`config.mk`:
```
export PLATFORM = sky130hd
export DESIGN_NAME = relay_select_start_timing
export DESIGN_NICKNAME = d
export VERILOG_FILES = /design/src/hw/relay_pkg.sv /design/src/hw/relay_select_start_timing.sv
export SDC_FILE = /design/constraint.sdc
export NUM_CORES = 1
export LEC_CHECK = 0
export ABC_AREA = 1
export BUFFER_PORTS_ARGS = -buffer_cell sky130_fd_sc_hd__buf_2
export CAP_MARGIN = 10
export CORE_MARGIN = 8
export CORE_UTILIZATION = 40
export DETAILED_ROUTE_END_ITERATION = 10
export GPL_TIMING_DRIVEN = 0
export PLACE_DENSITY = 0.56
export SYNTH_ARGS = -nofsm -noshare
export SYNTH_HDL_FRONTEND = slang
export SYNTH_SLANG_ARGS = --single-unit
```
`constraint.sdc`:
```
create_clock -name clk_in -period 4 [get_ports clk_in]
set_clock_uncertainty 0.15 [all_clocks]
set_input_delay 1.2 -clock clk_in [delete_from_list [all_inputs] [get_ports clk_in]]
set_output_delay 1.2 -clock clk_in [all_outputs]
set_load 0.05 [all_outputs]
```
`src/hw/relay_pkg.sv`:
```
// constants for relay selection and start timing
package relay_pkg;
   localparam logic [7:0]  REG_RELAY_SEL   = 8'h1d;
   localparam logic [7:0]  REG_RUNUP_LIM   = 8'h20;
   localparam logic [7:0]  REG_START_DLY   = 8'h24;
   localparam logic [15:0] RELAY_SEL_RST   = 16'h0000;
   localparam logic [15:0] RUNUP_LIM_RST   = 16'h02d0;
   localparam logic [15:0] START_DLY_RST   = 16'h0000;
   localparam logic [15:0] RELAY_SEL_MAX   = 16'h0004;
   localparam logic [15:0] START_DLY_MAX   = 16'h00ff;
   localparam int          CTRL_VENT_BIT   = 12;
   localparam int          CTRL_PURGE_BIT  = 11;
   localparam int          CLK_HZ          = 100_000_000;
   localparam int          SEC_PER_TENTH_MIN = 6;
   localparam int          PERCENT_FULL    = 100;
endpackage : relay_pkg

```
`src/hw/relay_select_start_timing.sv`:
```
// relay routing, run-up supervision and start delay
`timescale 1ns/1ps
module relay_select_start_timing #(
   parameter int unsigned TICKS_PER_SEC = relay_pkg::CLK_HZ
) (
   // clock and reset
   input  wire logic        clk_in,
   input  wire logic        rst_b_in,
   // parameter port
   input  wire logic        par_wr_in,
   input  wire logic [7:0]  par_addr_in,
   input  wire logic [15:0] par_wdata_in,
   output logic      [15:0] par_rdata_out,
   output logic             par_err_out,
   // measurements and state
   input  wire logic [15:0] rotor_frequency_in,
   input  wire logic [15:0] setpoint_frequency_in,
   input  wire logic [15:0] normal_level_percent_in,
   input  wire logic [15:0] motor_current_setpoint_in,
   input  wire logic [15:0] current_normal_threshold_in,
   input  wire logic        error_in,
   input  wire logic [15:0] control_word_in,
   input  wire logic        start_in,
   // outputs
   output logic             normal_relay_out,
   output logic             error_relay_out,
   output logic             motor_enable_out,
   output logic             runup_fault_out
);
   logic [15:0] relay_function_select_r;
   logic [15:0] run_up_time_limit_r;
   logic [15:0] start_delay_time_r;
   logic        freq_ok;
   logic        curr_ok;
   logic [31:0] freq_scaled;
   logic [31:0] freq_target;
   logic [31:0] tick_r;
   logic        sec_tick;
   logic [15:0] dly_sec_r;
   logic [15:0] run_sec_r;
   logic        running_r;
   logic [15:0] dly_target;
   logic        start_s1_r;
   logic        start_s2_r;
   logic        start_s3_r;
   logic        start_r;

   // start command synchroniser, three stages
   always_ff @(posedge clk_in or negedge rst_b_in) begin
      if (!rst_b_in) begin
         start_s1_r <= 1'b0;
         start_s2_r <= 1'b0;
         start_s3_r <= 1'b0;
      end else begin
         start_s1_r <= start_in;
         start_s2_r <= start_s1_r;
         start_s3_r <= start_s2_r;
      end
   end

   // change taken once stages two and three agree
   always_ff @(posedge clk_in or negedge rst_b_in) begin
      if (!rst_b_in) begin
         start_r <= 1'b0;
      end else if (start_s2_r == start_s3_r) begin
         start_r <= start_s3_r;
      end
   end

   // parameter writes, range checks on relay select and start delay only
   always_ff @(posedge clk_in or negedge rst_b_in) begin
      if (!rst_b_in) begin
         relay_function_select_r <= relay_pkg::RELAY_SEL_RST;
         run_up_time_limit_r     <= relay_pkg::RUNUP_LIM_RST;
         start_delay_time_r      <= relay_pkg::START_DLY_RST;
      end else if (par_wr_in) begin
         if (par_addr_in == relay_pkg::REG_RELAY_SEL &&
             par_wdata_in <= relay_pkg::RELAY_SEL_MAX) begin
            relay_function_select_r <= par_wdata_in;
         end
         if (par_addr_in == relay_pkg::REG_RUNUP_LIM) begin
            run_up_time_limit_r <= par_wdata_in;
         end
         if (par_addr_in == relay_pkg::REG_START_DLY &&
             par_wdata_in <= relay_pkg::START_DLY_MAX) begin
            start_delay_time_r <= par_wdata_in;
         end
      end
   end

   always_comb begin
      par_err_out = 1'b0;
      case (par_addr_in)
         relay_pkg::REG_RELAY_SEL: begin
            par_rdata_out = relay_function_select_r;
            par_err_out   = par_wr_in && (par_wdata_in > relay_pkg::RELAY_SEL_MAX);
         end
         relay_pkg::REG_RUNUP_LIM: par_rdata_out = run_up_time_limit_r;
         relay_pkg::REG_START_DLY: begin
            par_rdata_out = start_delay_time_r;
            par_err_out   = par_wr_in && (par_wdata_in > relay_pkg::START_DLY_MAX);
         end
         default: begin
            par_rdata_out = 16'h0000;
            par_err_out   = 1'b1;
         end
      endcase
   end

   // normal-operation criteria
   assign freq_scaled = {16'h0000, rotor_frequency_in} * 32'(relay_pkg::PERCENT_FULL);
   assign freq_target = {16'h0000, setpoint_frequency_in} * {16'h0000, normal_level_percent_in};
   assign freq_ok     = freq_scaled >= freq_target;
   assign curr_ok     = motor_current_setpoint_in <= current_normal_threshold_in;

   // relay routing, registered each cycle
   always_ff @(posedge clk_in or negedge rst_b_in) begin
      if (!rst_b_in) begin
         normal_relay_out <= 1'b0;
         error_relay_out  <= 1'b0;
      end else begin
         case (relay_function_select_r[2:0])
            3'h0: begin
               normal_relay_out <= freq_ok;
               error_relay_out  <= error_in;
            end
            3'h1: begin
               normal_relay_out <= curr_ok;
               error_relay_out  <= error_in;
            end
            3'h2: begin
               normal_relay_out <= control_word_in[relay_pkg::CTRL_VENT_BIT];
               error_relay_out  <= control_word_in[relay_pkg::CTRL_PURGE_BIT];
            end
            3'h3: begin
               normal_relay_out <= freq_ok;
               error_relay_out  <= !error_in;
            end
            3'h4: begin
               normal_relay_out <= curr_ok;
               error_relay_out  <= !error_in;
            end
            default: begin
               normal_relay_out <= 1'b0;
               error_relay_out  <= 1'b0;
            end
         endcase
      end
   end

   // one-second tick while start is present
   assign sec_tick = tick_r == TICKS_PER_SEC - 1;
   always_ff @(posedge clk_in or negedge rst_b_in) begin
      if (!rst_b_in) begin
         tick_r <= 32'h0;
      end else if (!start_r || sec_tick) begin
         tick_r <= 32'h0;
      end else begin
         tick_r <= tick_r + 32'h1;
      end
   end

   // start delay, then motor enable
   assign dly_target = 16'(start_delay_time_r * relay_pkg::SEC_PER_TENTH_MIN);
   always_ff @(posedge clk_in or negedge rst_b_in) begin
      if (!rst_b_in) begin
         dly_sec_r <= 16'h0;
         running_r <= 1'b0;
      end else if (!start_r) begin
         dly_sec_r <= 16'h0;
         running_r <= 1'b0;
      end else if (dly_sec_r >= dly_target) begin
         running_r <= 1'b1;
      end else if (sec_tick) begin
         dly_sec_r <= dly_sec_r + 16'h1;
      end
   end
   assign motor_enable_out = running_r;

   // run-up supervision
   always_ff @(posedge clk_in or negedge rst_b_in) begin
      if (!rst_b_in) begin
         run_sec_r       <= 16'h0;
         runup_fault_out <= 1'b0;
      end else if (!start_r) begin
         run_sec_r       <= 16'h0;
         runup_fault_out <= 1'b0;
      end else if (running_r && !freq_ok && !runup_fault_out) begin
         if (run_sec_r >= run_up_time_limit_r) begin
            runup_fault_out <= 1'b1;
         end else if (sec_tick) begin
            run_sec_r <= run_sec_r + 16'h1;
         end
      end else if (freq_ok) begin
         run_sec_r <= 16'h0;
      end
   end

   a_sel_range: assert property (@(posedge clk_in) disable iff (!rst_b_in)
      relay_function_select_r <= relay_pkg::RELAY_SEL_MAX) else $error("selector out of range");
   a_mode0_normal: assert property (@(posedge clk_in) disable iff (!rst_b_in)
      relay_function_select_r == 16'h0 && $stable(relay_function_select_r)
      |=> normal_relay_out == $past(freq_ok)) else $error("mode 0 normal relay wrong");
   a_mode1_normal: assert property (@(posedge clk_in) disable iff (!rst_b_in)
      relay_function_select_r == 16'h1 |=> normal_relay_out == $past(curr_ok))
      else $error("mode 1 normal relay wrong");
   a_mode2_vent: assert property (@(posedge clk_in) disable iff (!rst_b_in)
      relay_function_select_r == 16'h2 |=> normal_relay_out == $past(control_word_in[12]))
      else $error("vent relay wrong");
   a_mode2_purge: assert property (@(posedge clk_in) disable iff (!rst_b_in)
      relay_function_select_r == 16'h2 |=> error_relay_out == $past(control_word_in[11]))
      else $error("purge relay wrong");
   a_mode3_err: assert property (@(posedge clk_in) disable iff (!rst_b_in)
      relay_function_select_r == 16'h3 |=> error_relay_out == !$past(error_in))
      else $error("mode 3 error relay wrong");
   a_mode4_err: assert property (@(posedge clk_in) disable iff (!rst_b_in)
      relay_function_select_r == 16'h4 |=> error_relay_out == !$past(error_in))
      else $error("mode 4 error relay wrong");
   a_fault_start: assert property (@(posedge clk_in) disable iff (!rst_b_in)
      runup_fault_out |-> running_r) else $error("fault without start");
   a_no_delay_go: assert property (@(posedge clk_in) disable iff (!rst_b_in)
      start_r && start_delay_time_r == 16'h0 && !running_r |=> running_r || !start_r)
      else $error("zero delay start late");
   a_relay_track: assert property (@(posedge clk_in) disable iff (!rst_b_in)
      relay_function_select_r == 16'h0 |=> error_relay_out == $past(error_in))
      else $error("relays not updated each cycle");

   // remaining relay modes
   a_mode1_err: assert property (@(posedge clk_in) disable iff (!rst_b_in)
      relay_function_select_r == 16'h1 |=> error_relay_out == $past(error_in))
      else $error("mode 1 error relay wrong");
   a_mode3_normal: assert property (@(posedge clk_in) disable iff (!rst_b_in)
      relay_function_select_r == 16'h3 |=> normal_relay_out == $past(freq_ok))
      else $error("mode 3 normal relay wrong");
   a_mode4_normal: assert property (@(posedge clk_in) disable iff (!rst_b_in)
      relay_function_select_r == 16'h4 |=> normal_relay_out == $past(curr_ok))
      else $error("mode 4 normal relay wrong");

   // parameter port
   a_sel_write: assert property (@(posedge clk_in) disable iff (!rst_b_in)
      par_wr_in && par_addr_in == relay_pkg::REG_RELAY_SEL &&
      par_wdata_in <= relay_pkg::RELAY_SEL_MAX
      |=> relay_function_select_r == $past(par_wdata_in))
      else $error("selector write lost");
   a_sel_refuse: assert property (@(posedge clk_in) disable iff (!rst_b_in)
      par_wr_in && par_addr_in == relay_pkg::REG_RELAY_SEL &&
      par_wdata_in > relay_pkg::RELAY_SEL_MAX |=> $stable(relay_function_select_r))
      else $error("selector took bad value");
   a_limit_write: assert property (@(posedge clk_in) disable iff (!rst_b_in)
      par_wr_in && par_addr_in == relay_pkg::REG_RUNUP_LIM
      |=> run_up_time_limit_r == $past(par_wdata_in))
      else $error("run-up limit write lost");
   a_limit_read: assert property (@(posedge clk_in) disable iff (!rst_b_in)
      par_addr_in == relay_pkg::REG_RUNUP_LIM |-> par_rdata_out == run_up_time_limit_r)
      else $error("run-up limit read wrong");
   a_dly_range: assert property (@(posedge clk_in) disable iff (!rst_b_in)
      start_delay_time_r <= relay_pkg::START_DLY_MAX)
      else $error("start delay out of range");
   a_dly_write: assert property (@(posedge clk_in) disable iff (!rst_b_in)
      par_wr_in && par_addr_in == relay_pkg::REG_START_DLY &&
      par_wdata_in <= relay_pkg::START_DLY_MAX
      |=> start_delay_time_r == $past(par_wdata_in))
      else $error("start delay write lost");
   a_dly_refuse: assert property (@(posedge clk_in) disable iff (!rst_b_in)
      par_wr_in && par_addr_in == relay_pkg::REG_START_DLY &&
      par_wdata_in > relay_pkg::START_DLY_MAX |=> $stable(start_delay_time_r))
      else $error("start delay took bad value");
   a_unmapped_err: assert property (@(posedge clk_in) disable iff (!rst_b_in)
      par_addr_in != relay_pkg::REG_RELAY_SEL && par_addr_in != relay_pkg::REG_RUNUP_LIM &&
      par_addr_in != relay_pkg::REG_START_DLY |-> par_err_out && par_rdata_out == 16'h0000)
      else $error("unmapped access not flagged");

   // start delay and run-up supervision
   a_enable_wait: assert property (@(posedge clk_in) disable iff (!rst_b_in)
      start_r && !running_r && dly_sec_r < dly_target |=> !running_r)
      else $error("motor enabled before delay");
   a_enable_drop: assert property (@(posedge clk_in) disable iff (!rst_b_in)
      !start_r |=> !motor_enable_out)
      else $error("motor enable held without start");
   a_start_hold: assert property (@(posedge clk_in) disable iff (!rst_b_in)
      start_s2_r != start_s3_r |=> $stable(start_r))
      else $error("start taken before stages agree");
   a_fault_rise: assert property (@(posedge clk_in) disable iff (!rst_b_in)
      start_r && running_r && !freq_ok && !runup_fault_out &&
      run_sec_r >= run_up_time_limit_r |=> runup_fault_out)
      else $error("run-up fault missed");
   a_fault_clear: assert property (@(posedge clk_in) disable iff (!rst_b_in)
      !start_r |=> !runup_fault_out)
      else $error("run-up fault held without start");
   a_tick_range: assert property (@(posedge clk_in) disable iff (!rst_b_in)
      tick_r < TICKS_PER_SEC)
      else $error("second tick counter overran");
endmodule : relay_select_start_timing

```
Yosys cells after proc, flatten, opt, wreduce, memory -nomap -nowiden. Cells that the tools add are included.

Add/subtract/negate cells: 3. $mul: 3. Order comparisons: 8. Eq/ne operators: 17. Mux-type cells: 18. Reduce and logical (&&, ||, !) cells: 22.

Operators by type and width (count): two-way mux 16 bit (8); one-hot mux 16 bit (3 select lines) (1); adder 16 x 1 -> 16 bit, second input constant (2); adder 32 x 1 -> 32 bit, second input constant (1); equality test 32 x 27 -> 1 bit, second input constant (1); >= comparator 16 bit (2); >= comparator 23 x 32 -> 1 bit (1); multiplier 16 x 16 -> 32 bit (1); two-way mux 32 bit (1); multiplier 16 x 5 -> 21 bit, second input constant (1); equality test 8 x 6 -> 1 bit, second input constant (2); > comparator 16 x 3 -> 1 bit, second input constant (1); > comparator 16 x 8 -> 1 bit, second input constant (1); less-or-equal comparator 16 bit (1); less-or-equal comparator 16 x 3 -> 1 bit, second input constant (1); less-or-equal comparator 16 x 8 -> 1 bit, second input constant (1); multiplier 16 x 2 -> 15 bit, second input constant (1); AND reduction 2 bit (5); one-hot mux 1 bit (3 select lines) (3); equality test 8 x 5 -> 1 bit, second input constant (1); OR reduction 2 bit (4); equality test 3 x 2 -> 1 bit, second input constant (2); logical AND 1 bit (6); != test 2 x 1 -> 1 bit, second input constant (3); other kinds (11) (20).

Bits in registers: 120. Input bits: 125. Output and inout port bits: 21. Word-level logic and storage cells: 85.

Depth between registers and ports, before layout. Gate-level depths: netlist of run 1.

Depth in word-level cells: 7. Depth in mapped cells: 46. Gate-level depth less buffers: 43.

Least setup slack after synthesis of run 1. No wires, ideal clock.

Kind: input to register. From: input port setpoint_frequency_in[5]. To: register run_sec_r[8]. Library setup time: 0.117 ns. Arrival: 7.597 ns. Data required time: 3.733 ns. Slack: -3.864 ns. Cell stages on the path: 35. Buffers on the path: 3. Cell sequence: clkbuf_1 clkbuf_1 nand2_1 fa_1 inv_1 fa_1 inv_1 fa_1 inv_1 fa_1 fa_1 inv_1 fa_1 inv_1 ha_1 nand2_1 inv_1 a21oi_1 o21bai_1 a31oi_1 xor2_1 ha_1 inv_1 nor3_1 a211oi_1 nand2_1 nand2_1 nand2_1 nand2_1 nand2_1 nand3_4 nand4_4 buf_4 nand3_1 nand2_1.

Longest elaborated chain between the ends: 7. Elaborated cells between the ends (all ways): 11. Those cells by class: mul: 1; order compare: 1; eq/ne: 3; mux: 2; reduce/logical: 4.

Ends and longest elaborated chain: from (decl) (line relay_select_start_timing.sv:17) `input wire logic [15:0] setpoint_frequency_in,`; multiplier 16 x 16 -> 32 bit (*) (line relay_select_start_timing.sv:112) `assign freq_target = {16'h0000, setpoint_frequency_in} * {16'h0000, normal_level_percent_in};`; >= comparator 23 x 32 -> 1 bit (*) (line relay_select_start_timing.sv:113) `assign freq_ok = freq_scaled >= freq_target;`; zero test 1 bit (line relay_select_start_timing.sv:188) `end else if (running_r && !freq_ok && !runup_fault_out) begin`; logical AND 1 bit (2 in a row) (line relay_select_start_timing.sv:188); != test 3 bit (no source line) (tied with other cells); AND reduction 3 bit (no source line) / two-way mux 16 bit (equally long branches); to (signal assigned) (line relay_select_start_timing.sv:192) `run_sec_r <= run_sec_r + 16'h1;`; to (decl) (line relay_select_start_timing.sv:40) `logic [15:0] run_sec_r;`.

Mark *: on every way between the ends. The rest lies on a longest branch, timed or not. A chain may end at the register's enable or synchronous reset.

Worst setup path after layout of run 1.
From: input port normal_level_percent_in[5]. To: register run_sec_r[13].

Longest elaborated chain between the ends: 7. Elaborated cells between the ends (all ways): 11. Those cells by class: mul: 1; order compare: 1; eq/ne: 3; mux: 2; reduce/logical: 4.

Ends and longest elaborated chain: from (decl) (line relay_select_start_timing.sv:18) `input wire logic [15:0] normal_level_percent_in,`; multiplier 16 x 16 -> 32 bit (*) (line relay_select_start_timing.sv:112); >= comparator 23 x 32 -> 1 bit (*) (line relay_select_start_timing.sv:113); zero test 1 bit (line relay_select_start_timing.sv:188); logical AND 1 bit (2 in a row) (line relay_select_start_timing.sv:188); != test 3 bit (no source line) (tied with other cells); AND reduction 3 bit (no source line) / two-way mux 16 bit (equally long branches).

Marked as above.

==> results.md, run 1 <==
* Area growth, synth to finish at 26.5%
* GRT overflow at 0
* Die Wd at 233 µm
* Number of port buffers at 99
* WL/cell at 15.2 µm
* Status: finished with violations
* Iter 0 DRT Violations at 781
* Yosys reg bits at 120
* Hold Slack at 197 ps
* Number of global-route vias before repair at 17231
* Ys flop type: dfrtp_1
* H-tree Lvls at 4
* Post-DR vias/cell at 4.86
* Final routed DRC violation total at 0
* Die area at 0.0545 mm²
* Asr flop ratio synth at 1.00
* FMAX at 0.135 GHz
* Max clock buf depth at 2
* Startpoint types: input pin
* Detailed Place HPWL at 42.5 mm
* Root buf cell: clkbuf_16
* Clock sink count at 120
* # IOs at 146
* Final period util at 1.85
* CORE AREA at 0.0466 mm²
* Reg clk slew, reported paths at 60 ps
* Row cnt at 79
* DRT antenna net count at 0
* Crit. End Element: register
* Post-Syn Area per Cell at 7.36 µm²
* Pin count of the biggest net entering global routing at 63
* Hold/Removal Path Class: reg -> reg
* Number of setup violations in the final report at 18
* Failing checks: setup timing
* Mapped Area at 0.0189 mm²
* CP Data Required Time at 4210 ps
* # hold bufs at CTS at 0
* Gpl congestion at 0.948
* Final Worst Setup Slack at -3380 ps
* Syn nets at 3141
* Worst endpoint data arrival time at 7590 ps
* Hold Vio Cnt, Final at 0
* Worst-Skew Late Latency at 420 ps
* Tmin final at 7380 ps
* Critical path's slowest cell: fa_1
* Cell variety after synth at 51
* Diodes inserted at 0
* Seq/Total Area, Yosys at 0.159
* Syn. warnings at 0
* Fin. max-slew vios at 0
* Inserted Clock Buffers at 17
* Fin nets at 3373
* MaxCap Viol Count at 0
* FILL cells at 4407
* Cells after DPL at 3276
* Least-Margin Pin Slew at 744 ps
* Unrepaired setup endpoints after global routing: yes
* Post-Layout Cell Count at 3421
* Vias at 16638
* CP Max Fanout at 8
* Slew HR at 0.500
* Antenna violations before repair at 0
* Detailed Routing Iterations Pass 1 at 5
* Crit Path Category: in -> reg
* First-pass GRT wire length at 85.4 mm
* Layout cells sized above 1 at 0.193
* Initial core utilization at 0.406
* Die height at 233 µm
* Total Wirelength at 52.0 mm
* Gate Count Post-Synth at 2569
* EDFF count, synth at 0
* Max incr delay on CP at 570 ps
* Internal reg-to-reg setup slack at 60 ps
* CTS tree: built
* GRT Total Usage at 0.193
-- cell type report --
class / count / area [µm²] / share of cell area
timing repair buffer: 213 / 1570 / 0.0657
buffer: 79 / 1330 / 0.0556
clock buffer: 21 / 440 / 0.0184
clock inverter: 11 / 149 / 0.00623
tap: 607 / 759 / 0.0318
sequential: 120 / 3010 / 0.126
multi-input combinational: 1715 / 14200 / 0.593
inverter: 655 / 2470 / 0.103
-- cell families after synthesis --
family | Yosys count | share of synthesized area
compound gates | 230 | 0.0685
buf+inv | 734 | 0.147
simple gates | 967 | 0.215
xor+xnor | 70 | 0.0324
fa+ha+maj | 448 | 0.378
flops | 120 | 0.159
-- stage by stage --
stage / setup slack [ps] / area [µm²] / TNS (ps) / utilization
CTS: -3380 / 23100 / -60200 / 0.496
global placement: -4310 / 21000 / -94790 / 0.452
floorplan: -3390 / 19800 / -61230 / -
detailed placement: -4300 / 21100 / -90870 / 0.452
finish: -3380 / 23900 / -60460 / 0.514
global route: -3690 / 23900 / -67270 / 0.514
-- cells in the final DEF, fill, tap and decap left out, drive strengths merged, types with 2 or more instances in the layout --
cell type and instances:
buf 222, fa 206, nand3b 6, bufinv 3, a221oi 2, nor4 11, a31oi 7, nor3 37
o21ai 65, dfrtp 116, o211ai 3, a21oi 115, xnor2 29, nand4 28, dfstp 4, ha 241
o2111ai 2, xor2 41, o221ai 16, a21o 3, nand2 642, clkinvlp 3, nor2 159, nand3 82
o21bai 6, o21a 5, inv 655, clkinv 5, clkbuf 91
-- flip-flops by register name, indices dropped and copies added, names as in the netlist --
| signal | cells |
|---|---|
| tick_r | 32 |
| dly_sec_r | 16 |
| relay_function_select_r | 16 |
| run_sec_r | 16 |
| run_up_time_limit_r | 16 |
| start_delay_time_r | 16 |
| error_relay_out | 1 |
| motor_enable_out | 1 |
| normal_relay_out | 1 |
| runup_fault_out | 1 |
| start_r | 1 |
| start_s1_r | 1 |
| start_s2_r | 1 |
| start_s3_r | 1 |
-- cells in the mapped netlist (29+ instances only) --
| master | count | share of area |
|---|---|---|
| inv_1 | 647 | 0.13 |
| nand2_1 | 637 | 0.13 |
| ha_1 | 241 | 0.16 |
| fa_1 | 206 | 0.22 |
| nor2_1 | 149 | 0.030 |
| dfrtp_1 | 116 | 0.15 |
| a21oi_1 | 115 | 0.030 |
| nand3_1 | 78 | 0.021 |
| clkbuf_1 | 75 | 0.015 |
| o21ai_0 | 62 | 0.016 |
| xor2_1 | 41 | 0.019 |
| nor3_1 | 33 | 0.0087 |
| xnor2_1 | 29 | 0.013 |
-- critical path: cells and delay by family --
kind                     cells  cell delay [ps]
AO/OA/AOI/OAI                3              490
XOR/XNOR                     1              190
adder cells (fa/ha/maj)      8             3640
buffers and inverters       10              810
AND/OR/NAND/NOR             15             1250
-- layer usage --
metal  GRT usage  wire length (µm)  up-vias
li1            -                 -     8231
met1       0.246             22600     7941
met2       0.335             25700      355
met3      0.0214              1910      111
met4      0.0708              1740        0
met5           0                 0        -
-- path summary, 6_finish.rpt --
path	startpoint	to	depth (start not counted)
min in group asynchronous	rst_b_in	relay_function_select_r[13]	1
min	start_s1_r	start_s2_r	0
min reg2reg	start_s1_r	start_s2_r	0
max reg2reg	start_delay_time_r[1]	dly_sec_r[14]	23
max in group asynchronous	rst_b_in	run_up_time_limit_r[4]	2
max	normal_level_percent_in[5]	run_sec_r[13]	37
-- what timing repair did --
action | in CTS | in global routing
resized for setup | 177 | 142
gates cloned | 2 | 2
endpoints found under the setup margin | 51 | 51
pin swaps | 40 | 94
setup buffers | 69 | 41
Power of run 1 is left out: the tool's default activity adds up to more than one toggle a clock period on the data nets, which glitch-free logic cannot reach.
==> run 2: changes to the inputs <==
Settings changed: GPL_TIMING_DRIVEN 0 to unset.
==> results.md, run 2 (synthesized netlist as in run 1, its figures left out) <==
* Status: finished with violations
* Failing checks: setup timing
* Iter 0 DRT Violations at 696
* Hold path startpoint: start_s1_r
* MaxCap Viol Count at 0
* Pin count of the biggest net entering global routing at 66
* # hold bufs at CTS at 0
* Worst R2R Start: start_delay_time_r[1]
* Most frequent cells in the layout: inv_1 (607), nand2_1 (593), buf_4 (280), ha_1 (217), fa_1 (190)
* Total Wirelength at 49.1 mm
* R2r worst-path depth at 23
* Layout cells sized above 1 at 0.235
* Clock sink count at 120
* Inserted Clock Buffers at 17
* Diodes inserted at 0
* Hold Vio Cnt, Final at 0
* Fin. max-slew vios at 0
* Post-Layout Cell Count at 3554
* CP Data Required Time at 4210 ps
* Gpl congestion at 0.841
* Worst-Skew Late Latency at 420 ps
* Non-Filler Cell Area, Final at 0.0245 mm²
* Number of global-route vias before repair at 17727
* WL/cell at 13.8 µm
* FMAX at 0.139 GHz
* Worst endpoint data arrival time at 7420 ps
* Area growth, synth to finish at 29.4%
* Startpoint types: input pin
* Area post-placement at 0.0224 mm²
* Antenna violations before repair at 0
* H-tree Lvls at 4
* Row cnt at 79
* Largest Register: tick_r
* Vias at 16868
* Number of port buffers at 131
* First-pass GRT wire length at 83.7 mm
* Crit. End Element: register
* Detailed Routing Iterations Pass 1 at 5
* Internal reg-to-reg setup slack at 70 ps
* Hold Crit Depth at 0
* Largest register FFs at 32
* Max clock buf depth at 2
* Post-DR vias/cell at 4.75
* Hold Path Sink: start_s2_r
* # IOs at 146
* Reg clk slew, reported paths at 60 ps
* Unrepaired setup endpoints after global routing: yes
* Pre-CTS setup slack at -3830 ps
* Final period util at 1.80
* Fin nets at 3506
* GRT Total Usage at 0.185
* Detailed Place HPWL at 40.8 mm
* Tmin final at 7200 ps
* Final Worst Setup Slack at -3200 ps
* GRT overflow at 0
* CP Max Fanout at 9
* Most common cell after layout, fill and taps aside: inv_1
* Die Wd at 233 µm
* CTS tree: built
* CORE AREA at 0.0466 mm²
* Critical Path Most Common Cell: nand2_1
* Cells after DPL at 3476
* Initial core utilization at 0.406
* Die height at 233 µm
* Hold/Removal Path Class: reg -> reg
* Least-Margin Pin Slew at 964 ps
* Number of setup violations in the final report at 18
* Critical path's slowest cell: fa_1
* Crit Path Category: in -> reg
* Slew HR at 0.355
* Setup TNS at -57170 ps
* Root buf cell: clkbuf_16
* Final routed DRC violation total at 0
* DRT antenna net count at 0
* Die area at 0.0545 mm²
* Worst r2r dst: dly_sec_r[14]
* Max incr delay on CP at 550 ps
[run 2: changes by cell type in the layout (fill, tap and decap cells not counted), sizes merged, moves of 2 or more]
cell,delta
clkbuf,-70
clkinv,-2
bufinv,+4
buf,+200
[run 2: how the worst max path moves through the flow]
stage                               start            end  slack (ps)  cells after the start
6_report       normal_level_percent_in[6]  run_sec_r[13]       -3200                     37
5_1_grt        normal_level_percent_in[6]  run_sec_r[12]       -3490                     38
4_1_cts          setpoint_frequency_in[9]  run_sec_r[13]       -3210                     36
3_5_place_dp    setpoint_frequency_in[10]  run_sec_r[13]       -3830                     35
3_3_place_gp   normal_level_percent_in[6]   run_sec_r[3]       -3740                     38
2_1_floorplan  normal_level_percent_in[6]   run_sec_r[8]       -3390                     38
[run 2: area by class of cell]
type / instances / area (µm²)
Clock inverter: 12 / 244
Timing Repair Buffer: 423 / 3320
Tap cell: 607 / 759
Fill cell: 4452 / 22100
Sequential cell: 120 / 3010
Inverter: 655 / 2470
Multi-Input combinational cell: 1717 / 14200
Clock buffer: 20 / 457
[run 2: critical path: cells and delay by family]
family                   cells  cell delay, ps
buffers and inverters        9             690
XOR/XNOR                     1             160
adder cells (fa/ha/maj)      8            3620
AO/OA/AOI/OAI                3             380
AND/OR/NAND/NOR             16            1370
[run 2: stage by stage]
step	utilization	hold WS, ps
2_1_floorplan	-	181
3_3_place_gp	0.480	184
3_5_place_dp	0.480	188
4_1_cts	0.512	200
5_1_grt	0.525	202
6_report	0.525	198
[run 2: per-layer routing]
metal / vias up / wire length (µm) / global-route usage
met1: 8052 / 21400 / 0.233
met5: - / 0 / 0
met3: 69 / 1200 / 0.0169
met4: 0 / 1070 / 0.0540
li1: 8497 / - / -
met2: 250 / 25500 / 0.333
[run 2: what timing repair did]
item / 4_1_cts / 5_1_grt
endpoints found under the setup margin: 31 / 51
pin swaps: 90 / 65
setup buffers: 31 / 11
gates cloned: 4 / 0
gates resized for setup: 151 / 146
Power of run 2 is left out for the same reason.
